--- config.mk ---
export PLATFORM = sky130hd
export DESIGN_NAME = kwu_keypad_wake_unit
export DESIGN_NICKNAME = d
export VERILOG_FILES = /design/src/logic/kwu_pkg.sv /design/src/logic/kwu_pin_sync.sv /design/src/logic/kwu_bus_slave.sv /design/src/logic/kwu_keypad_wake_unit.sv
export SDC_FILE = /design/constraint.sdc
export NUM_CORES = 1
export LEC_CHECK = 0
export BUFFER_PORTS_ARGS = -buffer_cell sky130_fd_sc_hd__clkbuf_2
export CELL_PAD_IN_SITES_DETAIL_PLACEMENT = 1
export CELL_PAD_IN_SITES_GLOBAL_PLACEMENT = 2
export CORE_MARGIN = 4
export CORE_UTILIZATION = 28
export CTS_CLUSTER_DIAMETER = 30
export DETAILED_ROUTE_END_ITERATION = 6
export MAX_ROUTING_LAYER = met4
export PLACE_DENSITY_LB_ADDON = 0.2
export SYNTH_ARGS = -nofsm -noshare
export SYNTH_HDL_FRONTEND = slang
export SYNTH_SLANG_ARGS = --single-unit
--- constraint.sdc ---
create_clock -name sys_clk_in -period 2.19 [get_ports sys_clk_in]
set_input_delay 0.1095 -clock sys_clk_in [delete_from_list [all_inputs] [get_ports sys_clk_in]]
set_output_delay 0.1095 -clock sys_clk_in [all_outputs]
set_load 0.05 [all_outputs]
--- src/logic/kwu_pkg.sv ---
// constants for the keypad wake unit: register map, field positions, resets
// assumes a classic wishbone slave with 32-bit data and byte addresses
package kwu_pkg;
    localparam int          KWU_NUM_PINS      = 6;
    localparam int          KWU_ADDR_W        = 4;
    localparam int          KWU_DATA_W        = 32;
    // register byte offsets
    localparam logic [3:0]  KWU_OFF_STATUS    = 4'h0;
    localparam logic [3:0]  KWU_OFF_ENABLE    = 4'h4;
    localparam logic [3:0]  KWU_OFF_POLARITY  = 4'h8;
    localparam logic [3:0]  KWU_OFF_DIR       = 4'hc;
    // key_status_control field positions
    localparam int          KWU_BIT_MODE      = 0;
    localparam int          KWU_BIT_MASK      = 1;
    localparam int          KWU_BIT_ACK       = 2;
    localparam int          KWU_BIT_FLAG      = 3;
    // reset values
    localparam logic        KWU_RST_MODE      = 1'b0;
    localparam logic        KWU_RST_MASK      = 1'b0;
    localparam logic [5:0]  KWU_RST_ENABLE    = 6'h00;
    localparam logic [5:0]  KWU_RST_POLARITY  = 6'h00;
    localparam logic [5:0]  KWU_RST_DIR       = 6'h00;
    // unmapped reads return this value
    localparam logic [31:0] KWU_UNMAPPED_DATA = 32'h0000_0000;
endpackage

--- src/logic/kwu_pin_sync.sv ---
// one keypad pin: two-flop synchroniser, polarity fold and edge detect
// assumes the pin is already synchronous per house rule but still resamples
`timescale 1ns/1ps
module kwu_pin_sync (
    input  wire logic sys_clk_in,
    input  wire logic rst_in,
    input  wire logic pin_in,
    input  wire logic polarity_in,
    output logic      level_out,
    output logic      asserted_out,
    output logic      edge_out
);
    logic sync1_reg;
    logic sync2_reg;
    logic prev_reg;

    // synchroniser; first stage feeds only the second
    always_ff @(posedge sys_clk_in) begin
        if (rst_in) begin
            sync1_reg <= 1'b0;
            sync2_reg <= 1'b0;
            prev_reg  <= 1'b0;
        end else begin
            sync1_reg <= pin_in;
            sync2_reg <= sync1_reg;
            prev_reg  <= sync2_reg;
        end
    end

    // active level follows polarity: 1 high/rising, 0 low/falling
    assign level_out    = sync2_reg;
    assign asserted_out = sync2_reg ~^ polarity_in;
    // edge toward the active level
    assign edge_out     = (sync2_reg ~^ polarity_in) & (prev_reg ^ polarity_in);
endmodule

--- src/logic/kwu_bus_slave.sv ---
// classic wishbone slave decode: one-cycle ack, strobes for write and read
// assumes the master holds the request until it sees ack
`timescale 1ns/1ps
module kwu_bus_slave (
    input  wire logic sys_clk_in,
    input  wire logic rst_in,
    input  wire logic wb_cyc_in,
    input  wire logic wb_stb_in,
    input  wire logic wb_we_in,
    output logic      wb_ack_out,
    output logic      wr_stb_out,
    output logic      rd_stb_out
);
    logic ack_reg;

    // ack one cycle after the request; dropped next cycle so it never repeats
    always_ff @(posedge sys_clk_in) begin
        if (rst_in) begin
            ack_reg <= 1'b0;
        end else begin
            ack_reg <= wb_cyc_in & wb_stb_in & ~ack_reg;
        end
    end

    assign wb_ack_out = ack_reg;
    // request is accepted in the cycle before ack rises
    assign wr_stb_out = wb_cyc_in & wb_stb_in & ~ack_reg & wb_we_in;
    assign rd_stb_out = wb_cyc_in & wb_stb_in & ~ack_reg & ~wb_we_in;
endmodule

--- src/logic/kwu_keypad_wake_unit.sv ---
// keypad wake unit: per-pin enable and polarity, shared request latch,
// edge or edge-and-level sensing, mask, acknowledge and wake output
// assumes one 250 MHz clock, synchronous active-high reset, wishbone access
`timescale 1ns/1ps

// Behaviour
// each keypad pin has its own enable bit, independent of others.
// each pin's polarity bit picks rising/high or falling/low detection.
// one sense bit selects edge-only or edge-and-level for all pins.
// enabled pin gets pullup when active low, pulldown when active high.
// latch sets when any enabled pin asserts per polarity and mode.
// edge-only: an edge is ignored while another enabled pin is asserted.
// edge-and-level: request stays while any enabled pin is asserted.
// edge-and-level: clear needs all pins idle and an ack, any order.
// a vector fetch acknowledges and clears the latch.
// writing 1 to the ack bit clears the latch like a vector fetch.
// edges after a software ack still latch new requests.
// request reaches the cpu only while the mask bit is clear.
// unmasked latched request makes the cpu take the keypad vector.
// reset clears the latch and the sense bit even if pins stay active.
// edge-only: ack clears the latch at once.
// pending flag is readable regardless of the mask.
// enable forces the pin to input; level readable only when direction 0.
// software masks, sets polarity, enables, acks, then unmasks; the bench acks and unmasks in one write.
// software waits a load-dependent time before acking level pins.
// unit runs in wait and stop; unmasked request wakes the cpu.
// polarity 1 is high/rising, polarity 0 is low/falling.
// the ack bit is write-only and reads zero.
// there are six per-pin enable bits.
// pins are synchronised and edges found from successive samples.
module kwu_keypad_wake_unit
    import kwu_pkg::*;
#(
    parameter int NUM_PINS = kwu_pkg::KWU_NUM_PINS
) (
    input  wire logic                          sys_clk_in,
    input  wire logic                          rst_in,
    input  wire logic                          wb_cyc_in,
    input  wire logic                          wb_stb_in,
    input  wire logic                          wb_we_in,
    input  wire logic [kwu_pkg::KWU_ADDR_W-1:0] wb_adr_in,
    input  wire logic [3:0]                    wb_sel_in,
    input  wire logic [kwu_pkg::KWU_DATA_W-1:0] wb_dat_in,
    output logic      [kwu_pkg::KWU_DATA_W-1:0] wb_dat_out,
    output logic                               wb_ack_out,
    input  wire logic [NUM_PINS-1:0]           key_pin_in,
    input  wire logic                          vector_fetch_in,
    output logic      [NUM_PINS-1:0]           pin_pullup_out,
    output logic      [NUM_PINS-1:0]           pin_pulldown_out,
    output logic      [NUM_PINS-1:0]           pin_dir_out,
    output logic                               irq_request_out,
    output logic                               wake_out
);
    import kwu_pkg::*;

    logic [NUM_PINS-1:0] pin_enable_reg;
    logic [NUM_PINS-1:0] pin_polarity_reg;
    logic [NUM_PINS-1:0] pin_dir_reg;
    logic                level_sense_sel_reg;
    logic                request_mask_reg;
    logic                latch_reg;
    logic                ack_seen_reg;
    logic [NUM_PINS-1:0] pin_level;
    logic [NUM_PINS-1:0] pin_asserted;
    logic [NUM_PINS-1:0] pin_edge;
    logic [NUM_PINS-1:0] en_asserted;
    logic [NUM_PINS-1:0] en_edge;
    logic                wr_stb;
    logic                rd_stb;
    logic                any_asserted;
    logic                edge_hit;
    logic                sw_ack;
    logic                ack_evt;
    logic                pending_flag;
    logic                latch_next;
    logic                ack_seen_next;
    logic [KWU_DATA_W-1:0] rd_data;
    logic [KWU_DATA_W-1:0] dat_reg;

    // per-pin synchroniser and edge detector
    genvar g;
    generate
        for (g = 0; g < NUM_PINS; g++) begin : g_pin
            kwu_pin_sync u_sync (
                .sys_clk_in   (sys_clk_in),
                .rst_in       (rst_in),
                .pin_in       (key_pin_in[g]),
                .polarity_in  (pin_polarity_reg[g]),
                .level_out    (pin_level[g]),
                .asserted_out (pin_asserted[g]),
                .edge_out     (pin_edge[g])
            );
        end
    endgenerate

    kwu_bus_slave u_bus (
        .sys_clk_in (sys_clk_in),
        .rst_in     (rst_in),
        .wb_cyc_in  (wb_cyc_in),
        .wb_stb_in  (wb_stb_in),
        .wb_we_in   (wb_we_in),
        .wb_ack_out (wb_ack_out),
        .wr_stb_out (wr_stb),
        .rd_stb_out (rd_stb)
    );

    // gate every source by its own enable
    assign en_asserted  = pin_asserted & pin_enable_reg;
    assign en_edge      = pin_edge & pin_enable_reg;
    assign any_asserted = |en_asserted;

    // an edge counts only if no other enabled pin already sits asserted
    always_comb begin
        edge_hit = 1'b0;
        for (int i = 0; i < NUM_PINS; i++) begin
            if (en_edge[i] && ((en_asserted & ~(NUM_PINS'(1) << i)) == '0)) begin
                edge_hit = 1'b1;
            end
        end
    end

    // software ack: write with lane 0 and ack bit set
    assign sw_ack  = wr_stb && wb_adr_in == KWU_OFF_STATUS && wb_sel_in[0]
                     && wb_dat_in[KWU_BIT_ACK];
    assign ack_evt = sw_ack | vector_fetch_in;

    // latch update; a new edge wins over a simultaneous ack
    always_comb begin
        latch_next    = latch_reg;
        ack_seen_next = ack_seen_reg;
        if (!level_sense_sel_reg) begin
            ack_seen_next = 1'b0;
            if (ack_evt) begin
                latch_next = 1'b0;
            end
        end else begin
            if (ack_evt) begin
                ack_seen_next = 1'b1;
            end
            if ((ack_evt || ack_seen_reg) && !any_asserted) begin
                latch_next    = 1'b0;
                ack_seen_next = 1'b0;
            end
            if (any_asserted) begin
                latch_next = 1'b1;
            end
        end
        if (edge_hit) begin
            latch_next    = 1'b1;
            ack_seen_next = 1'b0;
        end
    end

    // shared request latch, cleared by reset whatever the pins do
    always_ff @(posedge sys_clk_in) begin
        if (rst_in) begin
            latch_reg    <= 1'b0;
            ack_seen_reg <= 1'b0;
        end else begin
            latch_reg    <= latch_next;
            ack_seen_reg <= ack_seen_next;
        end
    end

    assign pending_flag = latch_reg;

    // key_status_control write fields
    always_ff @(posedge sys_clk_in) begin
        if (rst_in) begin
            level_sense_sel_reg <= KWU_RST_MODE;
            request_mask_reg    <= KWU_RST_MASK;
        end else if (wr_stb && wb_adr_in == KWU_OFF_STATUS && wb_sel_in[0]) begin
            level_sense_sel_reg <= wb_dat_in[KWU_BIT_MODE];
            request_mask_reg    <= wb_dat_in[KWU_BIT_MASK];
        end
    end

    // pin enable, polarity and direction registers
    always_ff @(posedge sys_clk_in) begin
        if (rst_in) begin
            pin_enable_reg   <= KWU_RST_ENABLE[NUM_PINS-1:0];
            pin_polarity_reg <= KWU_RST_POLARITY[NUM_PINS-1:0];
            pin_dir_reg      <= KWU_RST_DIR[NUM_PINS-1:0];
        end else if (wr_stb && wb_sel_in[0]) begin
            unique case (wb_adr_in)
                KWU_OFF_ENABLE:   pin_enable_reg   <= wb_dat_in[NUM_PINS-1:0];
                KWU_OFF_POLARITY: pin_polarity_reg <= wb_dat_in[NUM_PINS-1:0];
                KWU_OFF_DIR:      pin_dir_reg      <= wb_dat_in[NUM_PINS-1:0];
                default: ;
            endcase
        end
    end

    // read mux; ack bit always reads zero, unmapped reads zero
    always_comb begin
        rd_data = KWU_UNMAPPED_DATA;
        unique case (wb_adr_in)
            KWU_OFF_STATUS: begin
                rd_data[KWU_BIT_MODE] = level_sense_sel_reg;
                rd_data[KWU_BIT_MASK] = request_mask_reg;
                rd_data[KWU_BIT_ACK]  = 1'b0;
                rd_data[KWU_BIT_FLAG] = pending_flag;
            end
            KWU_OFF_ENABLE:   rd_data[NUM_PINS-1:0] = pin_enable_reg;
            KWU_OFF_POLARITY: rd_data[NUM_PINS-1:0] = pin_polarity_reg;
            // pin level visible only on bits whose direction is input
            KWU_OFF_DIR: rd_data[NUM_PINS-1:0] = pin_level & ~pin_dir_reg;
            default: ;
        endcase
    end

    always_ff @(posedge sys_clk_in) begin
        if (rst_in) begin
            dat_reg <= KWU_UNMAPPED_DATA;
        end else if (rd_stb) begin
            dat_reg <= rd_data;
        end
    end
    assign wb_dat_out = dat_reg;

    // pad control and cpu request; registered so outputs come from flops
    always_ff @(posedge sys_clk_in) begin
        if (rst_in) begin
            pin_pullup_out   <= '0;
            pin_pulldown_out <= '0;
            pin_dir_out      <= '0;
            irq_request_out  <= 1'b0;
            wake_out         <= 1'b0;
        end else begin
            pin_pullup_out   <= pin_enable_reg & ~pin_polarity_reg;
            pin_pulldown_out <= pin_enable_reg & pin_polarity_reg;
            pin_dir_out      <= pin_dir_reg & ~pin_enable_reg;
            irq_request_out  <= latch_next & ~request_mask_reg;
            // no gated clock here, so wait and stop see the same request
            wake_out         <= latch_next & ~request_mask_reg;
        end
    end
endmodule

==> metrics.csv, run 1 <==
metric;value;unit
avgSynthCellArea;9.77;sq um
worst_pin_slew;686;ps
portBuffers;49;
numCtsBuffers;9;
synth-edff-count;0;
hold_class;in2reg;
first_iter_violations;78;
grt_antenna_before_repair;0;
fin_tns_setup;0;ps
synth-simple-area-share;23.7;%
outcome;finished clean;
hold_violations;0;
finish.utilization;34.2;%
synth_seq_cells;66;
path_delay_family;simple AND/OR/NAND/NOR gates;
cp-start-kind;flip-flop;
post_cts_buffers;0;
synth_cell_type_count;44;
grt_pass1_wl;10800;microns
syn_to_final_growth;18.9;%
setup_viol;0;
die_area;11600;sq um
max_freq;0.512;GHz
path_cells;nand3b_1 -> nor4_1 -> buf_4 -> nand3_1 -> mux2i_1 -> nor2_1;
htree_levels;3;
synthMuxAreaShare;7.43;%
initial_core_util;28.7;%
core_area;9730;sq um
power_density;699;nW/um^2
r2r-start;u_bus.wb_ack_out$_SDFF_PP0_;
peakVddDrop;0.000226;V
synth_top_area_cell;dfxtp_1;
rows;36;
synthAdderAreaFrac;0;%
routed_via_density;4.30;
cts_tree;yes;
layout_setup_ws;236;ps
syn-instance-count;286;
wl_per_cell;14.1;microns
synth-main-ff-cell;dfxtp_1;
required;2390;ps
multi_input_area;1290;sq um
clockBufferDepth;2;
clock_latency;330;ps
clock-skew-final;6.39;ps
endpoint;pin_dir_reg[2]$_SDFFE_PP0P_;
cts.sinks;66;
synth_compound_area_share;9.36;%
route.vias.total;2066;
grt_pass1_vias;2055;
rsz0062_at_grt;false;
critPathLaunch;u_bus.wb_ack_out$_SDFF_PP0_;
r2r_slack;240;ps
ys_warn_count;0;
crit_path_end_kind;flip-flop;
layout_min_cycle_time;1950;ps
ant_nets;0;
drtPass1Iterations;4;
ys_top_cells_by_area;dfxtp_1 (47%), buf_4 (7.3%), mux2i_1 (5.0%);
die_x;108;microns
critPathKind;reg2reg;
clk_pin_slew_worst_paths;70;ps
relSlewSlack;54.3;%
synth_area;2800;sq um
max_stage_delay;450;ps
crit_fanout;12;
synth.top_cell.area_share;47.3;%
fillers;1163;
leakage;1.45;nW
wl;6790;microns
track_usage;12.5;%
place_congestion;0.735;
dp_hpwl;4710;microns
dp_worst_setup_slack;179;ps
synth_async_sr_flop_share;0;%
dieHeight;108;microns
cts_root_buf;clkbuf_8;
drc;0;
path_depth;6;
cp_data_arrival_time;2150;ps
max-cap-violations;0;
drv_slew;0;
ff2ff_path_depth;6;
layout-drive-gt1-share;23.9;%
r2r-end;pin_dir_reg[2]$_SDFFE_PP0P_;
finalCritPeriodShare;89.2;%
num_io_pins;105;
ys_seq_area_share;47.3;%
seq_area;1320;sq um
diodes;0;
nets;395;
cp_slowest_cell;nand3_1;
critPathBufInv;1;
grt-ovfl-total;0;
synth_xor_area_share;2.19;%
grt_start_max_net_pins;66;
synth_top_family_by_area;simple AND/OR/NAND/NOR gates;
-- layout by cell type, fill, tap and decap left out, drive strengths merged, types with 4 or more instances in the layout --
cell	n
nand2	14
dfxtp	66
nand3	10
nor3b	13
xnor2	5
mux2i	14
conb	26
inv	4
nor3	5
nand3b	6
a21oi	10
clkbuf	62
dlygate4sd3	6
nor2	24
o21ai	6
a22oi	7
nor2b	22
buf	8
-- worst min-delay path: stages --
cell	delay, ps
clkbuf_2	100
nand3_1	70
a21oi_1	50
-- power by group --
| part | internal [mW] | leakage, nW | switching (mW) | total, mW |
|---|---|---|---|---|
| combinational | 0.0491 | 0.826 | 0.162 | 0.211 |
| sequential | 1.22 | 0.535 | 0.00954 | 1.22 |
| clock | 0.438 | 0.0872 | 0.448 | 0.885 |
-- per-layer routing --
metal  vias to the layer above  wire length, microns  track usage [%]
met1                       962                  3480             16.3
met2                        51                  2880             18.4
li1                       1043                     -                -
met4                         0                    89             4.15
met5                         -                     0                -
met3                        10                   344             3.78
-- Yosys cell counts (2+ instances only) --
cell      number
o21ai_0        6
xor2_1         2
clkbuf_1      13
nand3_1       10
or2b_2         3
nand2_1       14
nand3b_1       6
and3b_1        3
dfxtp_1       66
nor4_1         2
a22oi_1        6
nor2b_1       22
nor3b_1       13
nor3_1         5
mux4_2         3
a21oi_1       10
a22o_1         3
nand4b_1       2
inv_1          4
mux2i_1       14
or2_2          2
buf_4         27
xnor2_1        5
nor2_1        24
nand2b_1       2
-- cell families after synthesis --
| group | count (synthesis) |
|---|---|
| buffers and inverters | 46 |
| AND/OR/NAND/NOR | 114 |
| multiplexers | 17 |
| AO/OA/AOI/OAI | 35 |
| other | 1 |
| XOR/XNOR | 7 |
| flip-flops | 66 |
-- what timing repair did --
action                                 4_1_cts  5_1_grt
endpoints found under the hold margin        6        0
resized for setup                            0        0
hold buffers                                 6        0
-- stage by stage --
step | power [mW] | hold slack [ps] | instance area, sq um | instances
detailed placement | 1.46 | 326 | 3100 | 459
global placement | 1.46 | 318 | 3100 | 459
finish | 2.32 | 40.5 | 3320 | 481
floorplan | 1.45 | 238 | 2890 | 311
global route | 2.44 | 25.8 | 3320 | 481
CTS | 2.36 | 26.9 | 3320 | 481
-- area by class of cell --
cell class	instances	share of cell area, %
Clock inverter	3	0.452
Inverter	4	0.452
Multi-Input combinational cell	199	38.9
Tap cell	133	5.01
Clock buffer	13	4.48
Sequential cell	66	39.8
Timing Repair Buffer	63	11.0
-- worst min path at each step --
stage | startpoint | endpoint | slack, ps | cells past startpoint
after global routing | wb_dat_in[5] | pin_enable_reg[5]$_SDFFE_PP0P_ | 30 | 3
after global placement | key_pin_in[1] | g_pin[1].u_sync.sync1_reg$_SDFF_PP0_ | 320 | 2
after CTS | wb_dat_in[5] | pin_enable_reg[5]$_SDFFE_PP0P_ | 30 | 3
after floorplan | key_pin_in[0] | g_pin[0].u_sync.sync1_reg$_SDFF_PP0_ | 240 | 1
after detailed placement | key_pin_in[3] | g_pin[3].u_sync.sync1_reg$_SDFF_PP0_ | 330 | 2
final | wb_dat_in[5] | pin_enable_reg[5]$_SDFFE_PP0P_ | 40 | 3
Note: power is estimated with default switching activity, not from simulation.
==> run 2, diff against run 1 <==
--- a/config.mk
+++ b/config.mk
@@ -14,6 +14,7 @@
 export DETAILED_ROUTE_END_ITERATION = 6
 export MAX_ROUTING_LAYER = met4
 export PLACE_DENSITY_LB_ADDON = 0.2
+export REMOVE_ABC_BUFFERS = 1
 export SYNTH_ARGS = -nofsm -noshare
 export SYNTH_HDL_FRONTEND = slang
 export SYNTH_SLANG_ARGS = --single-unit
==> run 2 against run 1 <==
Against the previous run:
- cell count shrank 0.21%
- non-clock buffer count down 1
- first-iteration DRC count shrank 46%
- sequential cell count unchanged
- largest power group unchanged
- sequential share of layout area down 0.27 points
==> metrics.csv, run 2 (synthesis gave the netlist of run 1 again) <==
metric;value;unit
syn_to_final_growth;19.7;%
nets;394;
hold_violations;0;
drc;0;
place_congestion;0.796;
grt_antenna_before_repair;1;
dpl.cell_count;458;
cts_tree;yes;
drv_slew;0;
layout_setup_ws;304;ps
layout-drive-gt1-share;24.0;%
hold_ws;51.8;ps
grt_start_max_net_pins;66;
crit_fanout;12;
instances_no_fill;480;
clock-skew-final;5.76;ps
clock_latency;340;ps
power_density;726;nW/um^2
drtPass1Iterations;4;
leakage;1.45;nW
layout_common_cells;dfxtp_1 (66), clkbuf_2 (49), conb_1 (26), nor2_1 (24), nor2b_1 (22);
dieHeight;108;microns
required;2390;ps
clockBufferDepth;2;
layout_commonest_cell;dfxtp_1;
cts_hold_repair.buffers;6;
relSlewSlack;55.4;%
cts_resized;0;
grt_pass1_vias;2047;
worst_pin_slew;669;ps
cp_data_arrival_time;2090;ps
hold_class;in2reg;
post_cts_buffers;0;
ant_nets;0;
outcome;finished clean;
cp-start-kind;flip-flop;
rsz0062_at_grt;false;
max-cap-violations;0;
grt-ovfl-total;0;
wl_per_cell;14.1;microns
finish.utilization;34.4;%
critPathKind;reg2reg;
cts_root_buf;clkbuf_8;
r2r_slack;300;ps
wl;6790;microns
layout_min_cycle_time;1890;ps
route.vias.total;2113;
dp_hpwl;4800;microns
power;2.43;mW
peakVddDrop;0.000340;V
num_io_pins;105;
dp_worst_setup_slack;300;ps
die_x;108;microns
cts.sinks;66;
grt_pass1_wl;10900;microns
setup_viol;0;
finalCritPeriodShare;86.1;%
routed_via_density;4.40;
htree_levels;3;
numCtsBuffers;9;
track_usage;12.7;%
crit_path_end_kind;flip-flop;
portBuffers;49;
die_area;11600;sq um
rows;36;
max_freq;0.530;GHz
initial_core_util;28.7;%
seq_area;1320;sq um
multi_input_area;1300;sq um
clk_pin_slew_worst_paths;70;ps
first_iter_violations;42;
fillers;1161;
core_area;9730;sq um
run 2: cell types whose count changed in the layout (fill, tap and decap cells not counted), sizes merged:
cell,delta
buf,-1
clkbuf,-1
diode,+1
bufinv,+1
clkinv,-1
run 2: power by group:
| part | switching [mW] | internal (mW) |
|---|---|---|
| sequential | 0.00905 | 1.22 |
| combinational | 0.164 | 0.0495 |
| clock | 0.445 | 0.548 |
run 2: critical path: stages, from the launching register on:
cell	delay, ps
dfxtp_1	300
nand3b_1	190
nor4_2	250
buf_4	240
nand3b_1	410
mux2i_1	300
nor2_1	50
run 2: layer usage:
layer  vias up  GRT usage [%]  routed length [microns]
li1       1048              -                        -
met1      1007           16.7                     3330
met2        49           18.1                     2970
met3         9           3.84                      373
met4         0           5.41                      116
met5         -              -                        0
run 2: path summary, 6_finish.rpt:
check                                              end  cells past startpoint                            startpoint
setup / recovery      pin_polarity_reg[0]$_SDFFE_PP0P_                      6           u_bus.wb_ack_out$_SDFF_PP0_
setup reg to reg      pin_polarity_reg[0]$_SDFFE_PP0P_                      6           u_bus.wb_ack_out$_SDFF_PP0_
hold / removal          pin_enable_reg[3]$_SDFFE_PP0P_                      3                          wb_dat_in[3]
hold reg to reg   g_pin[5].u_sync.level_out$_SDFF_PP0_                      1  g_pin[5].u_sync.sync1_reg$_SDFF_PP0_
run 2: layout make-up:
class                   instances  area share, %
clock inverters                 3           1.20
repair buffers                 62           10.7
inverters                       4          0.449
diodes                          1         0.0748
multi-input cells             199           38.8
flip-flops and latches         66           39.5
clock buffers                  12           4.34
well taps                     133           4.97
run 2: metrics by stage:
stage	area (sq um)	setup TNS (ps)
after floorplan	2630	-5350
after global placement	3100	0
after detailed placement	3100	0
after CTS	3340	0
after global routing	3350	0
final	3350	0
==> run 3, diff against run 2 <==
--- a/config.mk
+++ b/config.mk
@@ -9,7 +9,7 @@
 export CELL_PAD_IN_SITES_DETAIL_PLACEMENT = 1
 export CELL_PAD_IN_SITES_GLOBAL_PLACEMENT = 2
 export CORE_MARGIN = 4
-export CORE_UTILIZATION = 28
+export CORE_UTILIZATION = 29
 export CTS_CLUSTER_DIAMETER = 30
 export DETAILED_ROUTE_END_ITERATION = 6
 export MAX_ROUTING_LAYER = met4
@@ -17,4 +17,5 @@
 export REMOVE_ABC_BUFFERS = 1
 export SYNTH_ARGS = -nofsm -noshare
 export SYNTH_HDL_FRONTEND = slang
+export SYNTH_HIERARCHICAL = 1
 export SYNTH_SLANG_ARGS = --single-unit
==> run 3 against run 2 <==
Against the previous run:
- sequential share of layout area down 1.2 points
- clock skew up 1.1 ps
- setup slack better by 170 ps
- global-route usage up 0.063 points
- critical endpoint is now pin_enable_reg[5]$_SDFFE_PP0P_
- largest power group unchanged
- highest routed layer unchanged
==> metrics.csv, run 3 <==
metric;value;unit
outcome;finished clean;
clock-skew-final;6.86;ps
path_depth;6;
htree_levels;3;
synth.top_cell.area_share;45.9;%
portBuffers;49;
combPwrFrac;8.9;%
hold_class;in2reg;
internal_power;1.84;mW
critPathBufInv;1;
clk_pin_slew_worst_paths;70;ps
required;2400;ps
first_iter_violations;36;
grt_pass1_wl;11200;microns
grt_start_max_net_pins;67;
drtPass1Iterations;4;
yosysMostFrequentCell;dfxtp_1;
grt_antenna_before_repair;0;
fillers;1161;
dieHeight;108;microns
r2r_slack;470;ps
rows;36;
clock_latency;330;ps
syn_to_final_growth;20.0;%
critPathKind;reg2reg;
diodes;0;
layout_min_cycle_time;1720;ps
layout_commonest_cell;dfxtp_1;
synth_top_area_cell;dfxtp_1;
clockBufferDepth;2;
dpl.cell_count;464;
fin_tns_setup;0;ps
cp_data_arrival_time;1930;ps
ys_warn_count;6;
cp-start-kind;flip-flop;
ys_top_cells_by_area;dfxtp_1 (46%), buf_4 (7.3%), nor2b_1 (5.4%);
place_congestion;0.770;
cp_slowest_cell;dfxtp_1;
synth_async_sr_flop_share;0;%
path_delay_family;simple AND/OR/NAND/NOR gates;
nets;400;
max_freq;0.583;GHz
numCtsBuffers;9;
ant_nets;0;
cts_tree;yes;
power.share.switching;25.1;%
cts_root_buf;clkbuf_8;
dp_hpwl;4570;microns
num_io_pins;105;
power_frac_clock;41.3;%
drv_slew;0;
max_stage_delay;330;ps
ff2ff_path_depth;6;
cts.sinks;66;
wl_per_cell;13.9;microns
wl;6740;microns
track_usage;12.8;%
peakVddDrop;0.000277;V
setup_viol;0;
synth_common_cells;dfxtp_1 (66), buf_4 (28), nor2b_1 (25);
crit_fanout;10;
synth_seq_cells;66;
switchingPower;0.618;mW
layout-drive-gt1-share;25.6;%
synth-main-ff-cell;dfxtp_1;
finalCritPeriodShare;78.4;%
core_area;9730;sq um
path_cells;and4b_2 -> and4bb_1 -> buf_4 -> nand3b_2 -> mux2i_1 -> nor2_1;
instances_no_fill;484;
grt_pass1_vias;2138;
initial_core_util;29.6;%
drc;0;
r2r-end;pin_enable_reg[5]$_SDFFE_PP0P_;
route.vias.total;2134;
avgSynthCellArea;10.1;sq um
ys_seq_area_share;45.9;%
syn-instance-count;286;
critPathLaunch;u_bus/wb_ack_out$_SDFF_PP0_;
cts_resized;0;
min_from;wb_dat_in[3];
die_x;108;microns
rsz0062_at_grt;false;
die_area;11600;sq um
hold_violations;0;
synth-edff-count;0;
leakage;1.42;nW
grt-ovfl-total;0;
crit_path_end_kind;flip-flop;
routed_via_density;4.41;
power_density;713;nW/um^2
synth_cell_type_count;41;
max-cap-violations;0;
synth_area;2880;sq um
layout_common_cells;dfxtp_1 (66), clkbuf_2 (49), conb_1 (26), nor2b_1 (25), nor2_1 (21);
seqPwrFrac;49.8;%
endpoint;pin_enable_reg[5]$_SDFFE_PP0P_;
r2r-start;u_bus/wb_ack_out$_SDFF_PP0_;
run 3: how the worst min path moves through the flow:
stage / end / slack [ps] / cells after the start
after detailed placement: g_pin[4].u_sync/sync1_reg$_SDFF_PP0_ / 330 / 2
after global placement: g_pin[3].u_sync/sync1_reg$_SDFF_PP0_ / 320 / 2
final: pin_polarity_reg[3]$_SDFFE_PP0P_ / 50 / 3
after CTS: pin_polarity_reg[4]$_SDFFE_PP0P_ / 30 / 3
after floorplan: latch_reg$_SDFF_PP0_ / 180 / 1
after global routing: pin_polarity_reg[4]$_SDFFE_PP0P_ / 60 / 3
run 3: cells by family (layout without fill, tap and decap cells):
kind of cell,after synthesis,in the layout,share of synthesized area [%]
simple gates,120,120,25.3
flops,66,66,45.9
compound gates,38,38,10.7
buf+inv,38,78,8.96
mux,17,17,7.22
xor+xnor,6,6,1.83
other cells,1,26,0.130
run 3: metal layers:
metal | up-vias | part of all wire, % | track usage, %
li1 | 1047 | - | -
met1 | 1025 | 49 | 16.9
met2 | 57 | 44 | 18.8
met3 | 5 | 5.6 | 3.72
met4 | 0 | 1.3 | 4.06
met5 | - | 0 | -
run 3: worst reg2reg max path, cell delays in order, from the launching register on:
cell and delay (ps):
dfxtp_1 330, and4b_2 260, and4bb_1 230, buf_4 210, nand3b_2 280, mux2i_1 240, nor2_1 50
run 3: timing repair:
action                    CTS  global route
hold endpoints to repair    6             0
hold buffers                6             0
buffers inserted            0             0
run 3: final cells by class:
class	instances	area, sq um	area share, %
Clock buffer	11	151	4.39
Clock inverter	3	40.0	1.16
Inverter	1	3.75	0.109
Multi-Input combinational cell	207	1390	40.3
Sequential cell	66	1320	38.3
Tap cell	133	166	4.82
Timing Repair Buffer	63	378	10.9
run 3: stage by stage:
step	setup WS [ps]	utilization (%)	power (mW)	area [sq um]	hold slack, ps
global placement	472	32.9	1.46	3200	316
floorplan	239	-	1.39	2720	179
detailed placement	456	32.9	1.47	3200	327
CTS	439	35.5	2.50	3450	34.7
finish	473	35.5	2.46	3450	45.5
global route	332	35.5	2.58	3450	55.4
run 3: power groups by stage:
stage	clock network [mW]	logic (mW)	registers (mW)
4_1_cts	1.05	0.220	1.23
6_report	1.02	0.219	1.23
2_1_floorplan	0	0.138	1.25
5_1_grt	1.12	0.235	1.23
3_3_place_gp	0	0.210	1.25
3_5_place_dp	0	0.212	1.25
